## src/lin_hs_pkg.sv

```systemverilog
// Purpose: Shared constants and types for the LIN break and sync timer
// Assumes: One 200 MHz system clock; 32-bit plain register port
// Notes:   Slow timer rates are made as tick enables from sys_clk
package lin_hs_pkg;

  // ==========================================================
  // Register map (byte addresses)
  // ==========================================================
  localparam int          ADDR_W           = 32;
  localparam int          DATA_W           = 32;
  localparam logic [31:0] SYNC_CONTROL_ADR = 32'hFFFF_0780;
  localparam logic [31:0] SYNC_VALUE_ADR   = 32'hFFFF_0788;
  localparam logic [31:0] EDGE_CFG_ADR     = 32'hFFFF_078C;
  localparam logic [31:0] BREAK_ADR        = 32'hFFFF_0790;
  localparam logic [31:0] SYNC_STATUS_ADR  = 32'hFFFF_0794;

  // ==========================================================
  // Field layouts and reset values
  // ==========================================================
  localparam int         EDGE_W       = 4;
  localparam int         START_LSB    = 0;
  localparam int         STOP_LSB     = 4;
  localparam logic [7:0] EDGE_CFG_RST = 8'h32;
  localparam int         BRK_W        = 12;
  localparam logic [11:0] BRK_CMP_RST = 12'h047;
  localparam logic [11:0] BRK_MAX     = 12'hFFF;
  localparam int          SYNC_W      = 16;
  localparam logic [15:0] SYNC_MAX    = 16'hFFFF;

  // Control bit positions
  localparam int CTL_W       = 8;
  localparam int CTL_RESET   = 0;
  localparam int CTL_EDGECLR = 1;
  localparam int CTL_ENABLE  = 2;
  localparam int CTL_STARTIE = 3;
  localparam int CTL_STOPIE  = 4;
  localparam int CTL_MODE    = 6;
  localparam int CTL_STOPRISE = 7;

  // Status bit positions
  localparam int ST_W      = 6;
  localparam int ST_BREAK  = 0;
  localparam int ST_START  = 1;
  localparam int ST_STOP   = 2;
  localparam int ST_BRKERR = 4;
  localparam int ST_RSTOK  = 5;

  // ==========================================================
  // Timing
  // ==========================================================
  localparam int CLK_HZ     = 200_000_000;
  localparam int CLK_PS     = 5000;
  localparam int SYNC_HZ    = 5_000_000;
  localparam int LP_HZ      = 131_000;
  localparam int SELFCLR_NS = 15_000;
  localparam int SYNC_DIV   = CLK_HZ / SYNC_HZ;
  localparam int LP_DIV     = CLK_HZ / LP_HZ;
  localparam int SELFCLR_CYC = (SELFCLR_NS * 1000 + CLK_PS - 1) / CLK_PS;
  localparam int DIV_W      = 12;
  localparam logic [11:0] SYNC_LAST = 12'(SYNC_DIV - 1);
  localparam logic [11:0] LP_LAST   = 12'(LP_DIV - 1);
  localparam logic [11:0] CLR_LAST  = 12'(SELFCLR_CYC - 1);

  // ==========================================================
  // Types
  // ==========================================================
  typedef struct packed {
    logic level;
    logic fall;
    logic rise;
  } rx_edge_t;

  typedef enum logic [1:0] {
    S_IDLE  = 2'b00,
    S_BREAK = 2'b01,
    S_SYNC  = 2'b10,
    S_DONE  = 2'b11
  } frame_state_t;

endpackage

```

## src/lin_break_sync_timer.sv

```systemverilog
// Purpose: LIN slave header timing: break timer and sync timer
// Assumes: Plain register port, data one cycle after read strobe
// Notes:   Timer clocks are tick enables divided from sys_clk
`timescale 1ns/1ps
module lin_break_sync_timer
  import lin_hs_pkg::*;
(
  input  wire logic              sys_clk,
  input  wire logic              srst,
  input  wire logic              linRx,
  input  wire logic [ADDR_W-1:0] regAddr,
  input  wire logic [DATA_W-1:0] regWdata,
  input  wire logic              regWr,
  input  wire logic              regRd,
  output logic      [DATA_W-1:0] regRdata,
  output logic                   syncIrq
);

  // ==========================================================
  // Helpers
  // ==========================================================
  // Full-word address compare, shared by every decode
  function automatic logic hit(input logic [ADDR_W-1:0] a,
                               input logic [ADDR_W-1:0] base);
    hit = (a == base);
  endfunction

  // ==========================================================
  // Declarations
  // ==========================================================
  rx_edge_t           rxEdge;       // Qualified bus level and edges
  logic [CTL_W-1:0]   ctl;          // sync_control contents
  logic [7:0]         edgeCfg;      // sync_edge_config low byte
  logic [BRK_W-1:0]   brkCmp;       // break_timer_compare
  logic [BRK_W-1:0]   brkTimer;     // Running break count
  logic               brkRun;       // Break timer counting
  logic               cmpSeen;      // Compare reached this low pulse
  logic [SYNC_W-1:0]  syncTimer;    // sync_timer_value
  logic               syncRun;      // Sync timer counting
  logic [EDGE_W-1:0]  fallCount;    // Falling edges this frame
  logic [EDGE_W-1:0]  riseCount;    // Rising edges this frame
  logic [ST_W-1:0]    status;       // sync_status sticky bits
  frame_state_t       state;        // Frame tracking state
  frame_state_t       next_state;
  logic [DIV_W-1:0]   syncDiv;      // 5 MHz divider
  logic [DIV_W-1:0]   lpDiv;        // 131 kHz divider
  logic [DIV_W-1:0]   clrCnt;       // Self-clear delay counter
  logic               clrBusy;      // A self-clearing bit is set
  logic               syncTick;
  logic               lpTick;

  // ==========================================================
  // Receive pin conditioning
  // ==========================================================
  // Pin passes three stages so each edge is seen exactly once
  lin_rx_sync u_rx_sync (
    .sys_clk (sys_clk),
    .srst    (srst),
    .rxPin   (linRx),
    .rxEdge  (rxEdge)
  );

  // ==========================================================
  // Decode
  // ==========================================================
  logic wrCtl, wrCfg, wrBrk, wrSta, rdBrk;
  logic logicRst;    // Whole sync logic held in reset
  logic edgeClr;     // Edge counters held clear
  logic enabled;     // Sync logic allowed to run
  logic linMode;     // LIN mode (not bit-serial)
  logic stopRise;    // Stop on rising edges
  logic [EDGE_W-1:0] startEdge;
  logic [EDGE_W-1:0] stopEdge;

  assign wrCtl     = regWr & hit(regAddr, SYNC_CONTROL_ADR);
  assign wrCfg     = regWr & hit(regAddr, EDGE_CFG_ADR);
  assign wrBrk     = regWr & hit(regAddr, BREAK_ADR);
  assign wrSta     = regWr & hit(regAddr, SYNC_STATUS_ADR);
  assign rdBrk     = regRd & hit(regAddr, BREAK_ADR);
  assign logicRst  = ctl[CTL_RESET];
  assign edgeClr   = ctl[CTL_EDGECLR];
  assign enabled   = ctl[CTL_ENABLE] & ~logicRst;
  assign linMode   = ~ctl[CTL_MODE];
  assign stopRise  = ctl[CTL_STOPRISE];
  assign startEdge = edgeCfg[START_LSB +: EDGE_W];
  assign stopEdge  = edgeCfg[STOP_LSB +: EDGE_W];

  // ==========================================================
  // Tick dividers
  // ==========================================================
  assign syncTick = (syncDiv == SYNC_LAST);
  assign lpTick   = (lpDiv == LP_LAST);

  // Free-running dividers; the ticks stand for the slow clocks
  always_ff @(posedge sys_clk)
  begin
    if (srst)
    begin
      syncDiv <= '0;
      lpDiv   <= '0;
    end
    else
    begin
      syncDiv <= syncTick ? '0 : syncDiv + 12'h001;
      lpDiv   <= lpTick ? '0 : lpDiv + 12'h001;
    end
  end

  // ==========================================================
  // Registers written by software
  // ==========================================================
  logic clrDone;
  assign clrDone = clrBusy & (clrCnt == CLR_LAST);
  assign clrBusy = ctl[CTL_RESET] | ctl[CTL_EDGECLR];

  // Control: reset and edge-clear bits drop after 15 us
  always_ff @(posedge sys_clk)
  begin
    if (srst)
    begin
      ctl    <= '0;
      clrCnt <= '0;
    end
    else if (wrCtl)
    begin
      ctl    <= regWdata[CTL_W-1:0];
      clrCnt <= '0;
    end
    else if (clrDone)
    begin
      ctl[CTL_RESET]   <= 1'b0;
      ctl[CTL_EDGECLR] <= 1'b0;
      clrCnt           <= '0;
    end
    else if (clrBusy)
    begin
      clrCnt <= clrCnt + 12'h001;
    end
  end

  // Edge config and compare; soft reset restores them as well
  always_ff @(posedge sys_clk)
  begin
    if (srst | logicRst)
    begin
      edgeCfg <= EDGE_CFG_RST;
      brkCmp  <= BRK_CMP_RST;
    end
    else
    begin
      if (wrCfg)
      begin
        edgeCfg <= regWdata[7:0];
      end
      if (wrBrk)
      begin
        brkCmp <= regWdata[BRK_W-1:0];
      end
    end
  end

  // ==========================================================
  // Break timer
  // ==========================================================
  logic brkEqual;    // Compare reached, first time this pulse
  logic brkOvf;      // Timer wraps past its top count
  assign brkEqual = brkRun & linMode & ~cmpSeen
                  & (brkTimer == brkCmp);
  assign brkOvf   = brkRun & lpTick & (brkTimer == BRK_MAX);

  // Timer is zeroed by any fall or by a read; the write path
  // never touches it, only the compare register above
  always_ff @(posedge sys_clk)
  begin
    if (srst | logicRst)
    begin
      brkTimer <= '0;
      brkRun   <= 1'b0;
      cmpSeen  <= 1'b0;
    end
    else
    begin
      if (rxEdge.fall | rdBrk)
      begin
        brkTimer <= '0;
      end
      else if (brkRun & lpTick)
      begin
        brkTimer <= brkTimer + 12'h001;
      end
      // Keeps counting past compare until the bus rises or the count wraps
      if (rxEdge.fall & enabled)
      begin
        brkRun <= 1'b1;
      end
      else if (rxEdge.rise | brkOvf | ~enabled)
      begin
        brkRun <= 1'b0;
      end
      if (rxEdge.fall)
      begin
        cmpSeen <= 1'b0;
      end
      else if (brkEqual)
      begin
        cmpSeen <= 1'b1;
      end
    end
  end

  // ==========================================================
  // Edge counting
  // ==========================================================
  logic newFrame;               // Fall that may begin a break
  logic [EDGE_W-1:0] next_fallCount;
  logic [EDGE_W-1:0] next_riseCount;
  logic [EDGE_W-1:0] fallInc;
  logic [EDGE_W-1:0] riseInc;

  assign newFrame = rxEdge.fall & ((state == S_IDLE) | (state == S_DONE));
  assign fallInc  = (&fallCount) ? fallCount : fallCount + 4'h1;
  assign riseInc  = (&riseCount) ? riseCount : riseCount + 4'h1;

  // Falling edge opening the break is counted as number one
  always_comb
  begin
    next_fallCount = fallCount;
    next_riseCount = riseCount;
    if (newFrame)
    begin
      next_fallCount = 4'h1;
      next_riseCount = '0;
    end
    else if (rxEdge.fall)
    begin
      next_fallCount = fallInc;
    end
    else if (rxEdge.rise)
    begin
      next_riseCount = riseInc;
    end
  end

  // Counters only move while enabled; edge-clear holds them
  always_ff @(posedge sys_clk)
  begin
    if (srst | logicRst | edgeClr)
    begin
      fallCount <= '0;
      riseCount <= '0;
    end
    else if (enabled)
    begin
      fallCount <= next_fallCount;
      riseCount <= next_riseCount;
    end
  end

  // ==========================================================
  // Frame tracking
  // ==========================================================
  logic startHit;    // Start edge reached in the sync field
  logic stopHit;     // Stop edge reached while timing
  logic stopFall;
  logic stopRiseHit;

  assign startHit    = (state == S_SYNC) & rxEdge.fall & ~syncRun
                     & (next_fallCount == startEdge);
  assign stopFall    = rxEdge.fall & (next_fallCount == stopEdge);
  assign stopRiseHit = rxEdge.rise & (next_riseCount == stopEdge);
  assign stopHit     = (state == S_SYNC) & (syncRun | startHit)
                     & (stopRise ? stopRiseHit : stopFall);

  // Sync field is entered only after the compare was reached
  always_comb
  begin
    next_state = state;
    case (state)
      S_IDLE:
      begin
        if (rxEdge.fall)
        begin
          next_state = S_BREAK;
        end
      end
      S_BREAK:
      begin
        if (brkOvf)
        begin
          next_state = S_IDLE;
        end
        else if (rxEdge.rise)
        begin
          next_state = cmpSeen ? S_SYNC : S_IDLE;
        end
      end
      S_SYNC:
      begin
        if (stopHit)
        begin
          next_state = S_DONE;
        end
      end
      S_DONE:
      begin
        if (rxEdge.fall)
        begin
          next_state = S_BREAK;
        end
      end
      default:
      begin
        next_state = S_IDLE;
      end
    endcase
  end

  // State register; a disabled block waits in idle
  always_ff @(posedge sys_clk)
  begin
    if (srst | logicRst | ~enabled)
    begin
      state <= S_IDLE;
    end
    else
    begin
      state <= next_state;
    end
  end

  // ==========================================================
  // Sync timer
  // ==========================================================
  // Counts 5 MHz ticks from start edge; holds the count at stop
  always_ff @(posedge sys_clk)
  begin
    if (srst | logicRst)
    begin
      syncTimer <= '0;
      syncRun   <= 1'b0;
    end
    else if (stopHit | ~enabled)
    begin
      syncRun <= 1'b0;
    end
    else if (startHit)
    begin
      syncTimer <= '0;
      syncRun   <= 1'b1;
    end
    else if (syncRun & syncTick & (syncTimer != SYNC_MAX))
    begin
      syncTimer <= syncTimer + 16'h0001;
    end
  end

  // ==========================================================
  // Status (write one to clear; a new event wins)
  // ==========================================================
  logic [ST_W-1:0] setMask;
  logic [ST_W-1:0] clrMask;

  assign setMask = {1'b0, brkOvf, 1'b0, stopHit, startHit, brkEqual};
  assign clrMask = wrSta ? regWdata[ST_W-1:0] : '0;

  // Sticky flags, so one bus event raises one request
  always_ff @(posedge sys_clk)
  begin
    if (srst | logicRst)
    begin
      status <= '0;
    end
    else
    begin
      status <= (status & ~clrMask) | setMask;
    end
  end

  // ==========================================================
  // Shared request line and read port
  // ==========================================================
  logic irqAny;
  logic [DATA_W-1:0] rdMux;

  assign irqAny = status[ST_BREAK] | status[ST_BRKERR]
                | (status[ST_START] & ctl[CTL_STARTIE])
                | (status[ST_STOP] & ctl[CTL_STOPIE]);

  // Unmapped addresses read as zero
  always_comb
  begin
    rdMux = '0;
    if (hit(regAddr, SYNC_CONTROL_ADR))
    begin
      rdMux[CTL_W-1:0] = ctl;
    end
    else if (hit(regAddr, SYNC_VALUE_ADR))
    begin
      rdMux[SYNC_W-1:0] = syncTimer;
    end
    else if (hit(regAddr, EDGE_CFG_ADR))
    begin
      rdMux[7:0] = edgeCfg;
    end
    else if (hit(regAddr, BREAK_ADR))
    begin
      rdMux[BRK_W-1:0] = brkTimer;
    end
    else if (hit(regAddr, SYNC_STATUS_ADR))
    begin
      rdMux[ST_W-1:0] = status;
      rdMux[ST_RSTOK] = ~logicRst;
    end
  end

  // Read data stands only in the cycle after the strobe
  always_ff @(posedge sys_clk)
  begin
    if (srst)
    begin
      regRdata <= '0;
      syncIrq  <= 1'b0;
    end
    else
    begin
      regRdata <= regRd ? rdMux : '0;
      syncIrq  <= irqAny;
    end
  end

endmodule

```

## src/lin_rx_sync.sv

```systemverilog
// Purpose: Bring the LIN receive pin into sys_clk and mark its edges
// Assumes: Pin is asynchronous; bus idles high
// Notes:   Level changes only when the second and third stages agree
`timescale 1ns/1ps
module lin_rx_sync
  import lin_hs_pkg::*;
(
  input  wire logic     sys_clk,
  input  wire logic     srst,
  input  wire logic     rxPin,
  output rx_edge_t      rxEdge
);

  // ==========================================================
  // Three-stage capture
  // ==========================================================
  logic     meta;      // First stage, read only by stageB
  logic     stageB;    // Second stage
  logic     stageC;    // Third stage
  logic     agreed;    // Stages two and three agree
  rx_edge_t next_rxEdge;

  assign agreed = (stageB == stageC);

  // Qualified level and one-cycle edge marks
  always_comb
  begin
    next_rxEdge.level = agreed ? stageC : rxEdge.level;
    next_rxEdge.fall  = agreed & rxEdge.level & ~stageC;
    next_rxEdge.rise  = agreed & ~rxEdge.level & stageC;
  end

  // Shift chain; reset to the recessive (high) level
  always_ff @(posedge sys_clk)
  begin
    if (srst)
    begin
      meta   <= 1'b1;
      stageB <= 1'b1;
      stageC <= 1'b1;
      rxEdge <= '{level: 1'b1, fall: 1'b0, rise: 1'b0};
    end
    else
    begin
      meta   <= rxPin;
      stageB <= meta;
      stageC <= stageB;
      rxEdge <= next_rxEdge;
    end
  end

endmodule

```

## config.mk

```make
export PLATFORM = sky130hd
export DESIGN_NAME = lin_break_sync_timer
export DESIGN_NICKNAME = d
export VERILOG_FILES = /design/src/lin_hs_pkg.sv /design/src/lin_break_sync_timer.sv /design/src/lin_rx_sync.sv
export SDC_FILE = /design/constraint.sdc
export NUM_CORES = 1
export LEC_CHECK = 0
export BUFFER_PORTS_ARGS = -buffer_cell sky130_fd_sc_hd__buf_2
export CAP_MARGIN = 10
export CORE_AREA = 2 2 138 140
export CTS_BUF_LIST = sky130_fd_sc_hd__clkbuf_8 sky130_fd_sc_hd__clkbuf_16
export DETAILED_ROUTE_END_ITERATION = 7
export DIE_AREA = 0 0 140 142
export PLACE_DENSITY = 0.54
export SLEW_MARGIN = 20
export SYNTH_ARGS = -nofsm -noshare
export SYNTH_HDL_FRONTEND = slang
export SYNTH_HIERARCHICAL = 1
export SYNTH_SLANG_ARGS = --single-unit
```

## constraint.sdc

```tcl
create_clock -name sys_clk -period 3.6 [get_ports sys_clk]
set_input_delay 0 -clock sys_clk [delete_from_list [all_inputs] [get_ports sys_clk]]
set_output_delay 0 -clock sys_clk [all_outputs]
set_load 0.03 [all_outputs]
```

==> out/results.ini, run 1 <==
[setup_path]
worstPathArrival_ps = 3510
crit_path_cell_trace = ha_1 -> and3_1 -> nor3b_1 -> a221oi_1 -> and3_1 -> a41oi_1 -> o211ai_4 -> or4_1 -> a21oi_1
crit_family = simple AND/OR/NAND/NOR gates
r2r_slack_ps = 430
crit_top_cell = and3_1
cp.required_ps = 3940
crit_buf_inv = 0
crit_path_top_delay_cell = or4_1
cp_max_fo = 30
crit_type = flip-flop to flip-flop
endpoint_kind = flip-flop
cp_slowest_stage_delay_ps = 550
start_kind = flip-flop

[logic_synthesis]
synthArstFlopShare_pct = 0
syn_avg_cell_area_um2 = 8.29
syn_area_mm2 = 0.00650
syn_inst = 785
synth_edf_count = 0
yosys_register_bits = 133
yosysWarnings = 6
synth_top_cell_by_area = dfxtp_1
yosysUniqueCellTypes = 72
synth.yosys.seq_area_share_pct = 40.9
synthFlopType = dfxtp_1
synth_top_area_share_pct = 40.9
synth.area.top_cells = dfxtp_1 41%, nor2_1 6.1%, xor2_1 4.4%

[finish]
area_delta_synth_final_pct = 18.1
layout_commonest_cell = dfxtp_1
drive_gt1_share_pct = 13.4
nFillCells = 1862
nNetsFinal = 927
finalNonFillerCells = 1093
final_cell_mix = 133 x dfxtp_1, 105 x nor2_1, 74 x nand2_1, 65 x buf_2, 53 x a21oi_1
final_util_pct = 41.6
diodes = 0

[cts]
clk_latency_ps = 420
cts_setup_buffers = 0
clk_pin_slew_worst_paths_ps = 60
cts.htree.levels = 4
numClockSinks = 133
clockRootBuffer = clkbuf_16
clockBufferDepth = 2
cts_tree = yes
numCtsBuffers = 17

[status]
outcome = finished, violations left
violations = design-rule violations

[grt]
grt_pass1_wl_um = 27900
grt_use_total_pct = 17.7
grt_pass1_vias = 5326
antenna_found_initial = 0
overflow = 0
grt_max_degree = 31

[die]
die_w_um = 140
core.rowCount = 50
io_pins = 102
core_area_mm2 = 0.0185
initial_core_util_pct = 35.2
die_h_um = 142
dieArea_mm2 = 0.0199

[pwr]
leakage_nw = 2.84
p_int_w = 0.00266
p_per_area_mw_per_mm2 = 441
switching_share_pct = 21.6
pwr-share-clk_pct = 52.4
p_comb_share_pct = 3.7
peakVddDrop_mv = 0.331
p_seq_share_pct = 43.9
p_sw_w = 0.000730

[routing]
first_pass_iters = 8
routedWlPerCell_um = 15.5
drtAntennaViolNets = 0
routed-via-count = 5661
routed_wl_um = 16900
first_iter_violations = 357
drt-vias-per-instance = 5.18
drc = 4

[sta]
finalCritPeriodShare_pct = 88.0
hold_viol_final = 0
slew_headroom_pct = 39.0
clock.fmax_mhz = 316
rsz0062_at_grt = false
max_slew.worst_pin.slew_ps = 912
tns_ps = 0
skew_ps = 10.0
whs_ps = 31.0
drv_slew = 0
period_needed_ps = 3170
finalSetupViolations = 0

[run]
drv_cap = 0

[placement]
dp.cells = 1049
io_buffers = 65
place.detailed.hpwl_um = 12200
gp_congestion = 0.815

[hold_path]
hp-class = primary input to flip-flop

==> logic make-up after synthesis <==
group           share of synthesized area [%]
fa+ha+maj                                2.12
compound gates                           13.2
xor+xnor                                 7.68
other cells                            0.0577
flops                                    40.9
mux                                      3.62
simple gates                             27.2
buf+inv                                  5.19
==> power groups by stage <==
stage	registers, W	clock network [W]	logic [W]
floorplan	0.00152	0	0.0000841
global placement	0.00152	0	0.000116
detailed placement	0.00152	0	0.000116
CTS	0.00149	0.00181	0.000127
global route	0.00149	0.00189	0.000139
finish	0.00149	0.00177	0.000127
==> sequential cells by signal, summed over array words and instances (netlist names), 12 cells and up <==
signal     flops
clrCnt        12
syncDiv       12
syncTimer     16
regRdata      16
brkCmp        12
brkTimer      12
lpDiv         12
==> what timing repair did <==
action,4_1_cts,5_1_grt
hold buffers,13,0
endpoints found under the setup margin,0,1
gates resized for setup,0,1
hold endpoints to repair,34,0
==> layer usage <==
| layer | routed length (um) | track usage, % | share of wire (%) |
|---|---|---|---|
| met5 | 0 | 0 | 0 |
| met4 | 383 | 6.96 | 2.3 |
| met3 | 606 | 3.84 | 3.6 |
| met2 | 7940 | 28.6 | 47 |
| met1 | 8000 | 23.3 | 47 |
==> worst reg2reg max path, cell delays in order, from the launching register on <==
cell      delay (ps)
dfxtp_1          360
ha_1             360
and3_1           300
nor3b_1          340
a221oi_1         150
and3_1           180
a41oi_1          380
o211ai_4         310
or4_1            560
a21oi_1          150
==> synth_stat cells, types with 7 or more instances <==
cell / instances
dfxtp_1: 133
nor2_1: 105
nand2_1: 74
a21oi_1: 53
nand3_1: 51
xor2_1: 33
clkbuf_1: 31
xnor2_1: 24
nand4_1: 20
mux2i_1: 19
o21ai_0: 17
buf_4: 16
inv_1: 16
or3_1: 15
nor3_1: 14
and3_1: 12
ha_1: 11
nor4_1: 9
o31ai_1: 8
or4_1: 8
a22oi_1: 7
nand2b_1: 7
==> final timing paths <==
| check | startpoint | end | cells after the start |
|---|---|---|---|
| setup / recovery | fallCount[0] | syncTimer[9] | 9 |
| setup reg to reg | fallCount[0] | syncTimer[9] | 9 |
| hold reg to reg | u_rx_sync/meta | u_rx_sync/stageB | 1 |
| hold / removal | srst | syncDiv[2] | 2 |
==> layout make-up <==
type                       instances  area [um2]  area share (%)
clock inverter                    11         136            1.78
tap                              234         293            3.81
multi-input combinational        596        3570            46.5
clock buffer                      20         467            6.08
sequential                       133        2660            34.7
timing repair buffer              83         493            6.42
inverter                          16        60.1           0.782
==> through the flow <==
| stage | instance area, um2 | total power, W | worst slack [ps] |
|---|---|---|---|
| detailed placement | 6940 | 0.00163 | 357 |
| CTS | 7680 | 0.00342 | 327 |
| global placement | 6940 | 0.00163 | 395 |
| finish | 7680 | 0.00339 | 434 |
| floorplan | 6560 | 0.00160 | 855 |
| global route | 7680 | 0.00351 | 66.1 |
Power figures use the tool's default switching activity.
==> inputs of run 2 (changes only) <==
Settings changed: BUFFER_PORTS_ARGS -buffer_cell sky130_fd_sc_hd__buf_2 to default, DONT_BUFFER_PORTS from default to 1, PLACE_DENSITY 0.54 to 0.48.
Clock period 3.6 ns to 3.5 ns, I/O delays scaled along.
==> run 2 against run 1 <==
Against the previous run: the flow still finishes with violations (design-rule violations); cell area decreased by 2.4%; critical path depth increased by 1; critical endpoint is now syncTimer[15]; sequential share of layout area increased by 0.86 points; register-to-register slack got worse by 80 ps; flip-flop and latch count unchanged; clock-buffer cell count decreased by 1; clock skew decreased by 2.9 ps; via count decreased by 1.7%; largest power group unchanged; highest routed layer is now met5; routed wire length increased by 4.6%.
==> out/results.ini, run 2 (synthesis results as in run 1) <==
[status]
outcome = finished, violations left  ; unchanged
violations = design-rule violations  ; unchanged

[setup_path]
endpoint_kind = flip-flop  ; unchanged
cp_max_fo = 30  ; unchanged
crit_top_cell = and3_1  ; unchanged
worstPathArrival_ps = 3490  ; was 3510 ps
cp.required_ps = 3840  ; was 3940 ps
crit_path_top_delay_cell = or4_1  ; unchanged
reg2reg_depth = 10  ; was 9
crit_type = flip-flop to flip-flop  ; unchanged
crit_family = simple AND/OR/NAND/NOR gates  ; unchanged
worst-path-stages = 10  ; was 9
cp_slowest_stage_delay_ps = 580  ; was 550 ps
crit_buf_inv = 1  ; was 0
crit_path_cell_trace = ha_1 -> and3_1 -> nor3b_1 -> a221oi_1 -> and3_1 -> a41oi_1 -> buf_4 -> o211ai_4 -> or4_1 -> a21oi_1  ; was ha_1 -> and3_1 -> nor3b_1 -> a221oi_1 -> and3_1 -> a41oi_1 -> o211ai_4 -> or4_1 -> a21oi_1
r2r_slack_ps = 360  ; was 430 ps
start_kind = flip-flop  ; unchanged

[placement]
gp_congestion = 0.818  ; was 0.815
io_buffers = 0  ; was 65
place.detailed.hpwl_um = 12600  ; was 12200 um
post_dp_cell_area_mm2 = 0.00663  ; was 0.00694 mm2
dp.cells = 985  ; was 1049

[sta]
rsz0062_at_grt = false  ; unchanged
tns_ps = 0  ; unchanged
skew_ps = 7.16  ; was 10.0 ps
clock.fmax_mhz = 318  ; was 316 MHz
hold_viol_final = 0  ; unchanged
max_slew.worst_pin.slew_ps = 975  ; was 912 ps
slew_headroom_pct = 34.7  ; was 39.0%
finalCritPeriodShare_pct = 89.9  ; was 88.0%
drv_slew = 0  ; unchanged
period_needed_ps = 3140  ; was 3170 ps
finalSetupViolations = 0  ; unchanged

[grt]
grt_pass1_wl_um = 28400  ; was 27900 um
antenna_found_initial = 4  ; was 0
grt_use_total_pct = 18.1  ; was 17.7%
grt_max_degree = 31  ; unchanged
grt_pass1_vias = 5265  ; was 5326
overflow = 0  ; unchanged

[cts]
cts_setup_buffers = 0  ; unchanged
cts_tree = yes  ; unchanged
numCtsBuffers = 17  ; unchanged
clk_pin_slew_worst_paths_ps = 60  ; about the same
clockBufferDepth = 2  ; unchanged
clockRootBuffer = clkbuf_16  ; unchanged
cts.htree.levels = 4  ; unchanged
clk_latency_ps = 420  ; about the same
numClockSinks = 133  ; unchanged

[routing]
routed_wl_um = 17700  ; was 16900 um
routed-via-count = 5566  ; was 5661
first_pass_iters = 8  ; unchanged
routedWlPerCell_um = 16.9  ; was 15.5 um
drtAntennaViolNets = 0  ; unchanged
drc = 3  ; was 4
first_iter_violations = 457  ; was 357
drt-vias-per-instance = 5.33  ; was 5.18

[die]
initial_core_util_pct = 35.2  ; unchanged
die_h_um = 142  ; unchanged
core.rowCount = 50  ; unchanged
core_area_mm2 = 0.0185  ; unchanged
io_pins = 102  ; unchanged
die_w_um = 140  ; unchanged
dieArea_mm2 = 0.0199  ; unchanged

[pwr]
leakage_nw = 2.58  ; was 2.84 nW
p_per_area_mw_per_mm2 = 458  ; was 441 mW/mm2
peakVddDrop_mv = 0.321  ; was 0.331 mV

[finish]
final_util_pct = 40.6  ; was 41.6%
seq_area_mm2 = 0.00266  ; unchanged
final_cell_mix = 133 x dfxtp_1, 105 x nor2_1, 74 x nand2_1, 53 x a21oi_1, 51 x nand3_1  ; was 133 x dfxtp_1, 105 x nor2_1, 74 x nand2_1, 65 x buf_2, 53 x a21oi_1
area_delta_synth_final_pct = 15.2  ; was 18.1%
fin_area_mm2 = 0.00749  ; was 0.00768 mm2
nNetsFinal = 877  ; was 927
finalNonFillerCells = 1045  ; was 1093
reg_top3 = regRdata: 16 flops, syncTimer: 16 flops  ; unchanged
layout_commonest_cell = dfxtp_1  ; unchanged
nFillCells = 1851  ; was 1862
multi_input_area_mm2 = 0.00357  ; unchanged
drive_gt1_share_pct = 6.56  ; was 13.4%

[hold_path]
hp-class = primary input to flip-flop  ; unchanged
min_delay_path_depth = 2  ; unchanged

[run]
drv_cap = 0  ; unchanged

run 2: metrics by stage:
| stage | power (W) | setup WS (ps) | hold slack, ps |
|---|---|---|---|
| after floorplan | 0.00165 | 755 | 87.0 |
| after global placement | 0.00163 | 367 | 75.2 |
| final | 0.00343 | 355 | 38.7 |
| after CTS | 0.00348 | 254 | 29.6 |
| after detailed placement | 0.00163 | 275 | 78.5 |
| after global routing | 0.00355 | 60.4 | 49.0 |
run 2: final timing paths:
path                       start               end
hold / removal             regRd       regRdata[5]
hold reg to reg   u_rx_sync/meta  u_rx_sync/stageB
setup / recovery    fallCount[0]     syncTimer[15]
setup reg to reg    fallCount[0]     syncTimer[15]
run 2: area by class of cell:
class	instances	area share [%]
clock buffers	19	6.04
flip-flops and latches	133	35.5
multi-input cells	596	47.6
well taps	234	3.91
repair buffers	33	4.21
inverters	16	0.801
diodes	3	0.100
clock inverters	11	1.80
run 2: per-layer routing:
layer | vias up | global-route usage [%] | share of wire [%]
met5 | - | 0 | 0.073
met4 | 2 | 6.70 | 2.2
met3 | 32 | 5.15 | 5.0
met2 | 136 | 29.1 | 46
met1 | 2624 | 23.4 | 46
li1 | 2772 | - | -
run 2: power by group:
part           leakage (nW)  switching [W]  internal [W]  total [W]
Sequential             1.07     0.00000731       0.00152    0.00153
Clock                 0.295       0.000657       0.00114    0.00180
Combinational          1.21      0.0000743     0.0000329   0.000107
run 2: timing repair:
action,4_1_cts,5_1_grt
endpoints found under the setup margin,0,6
endpoints found under the hold margin,87,0
hold buffers,27,0
gates resized for setup,0,1
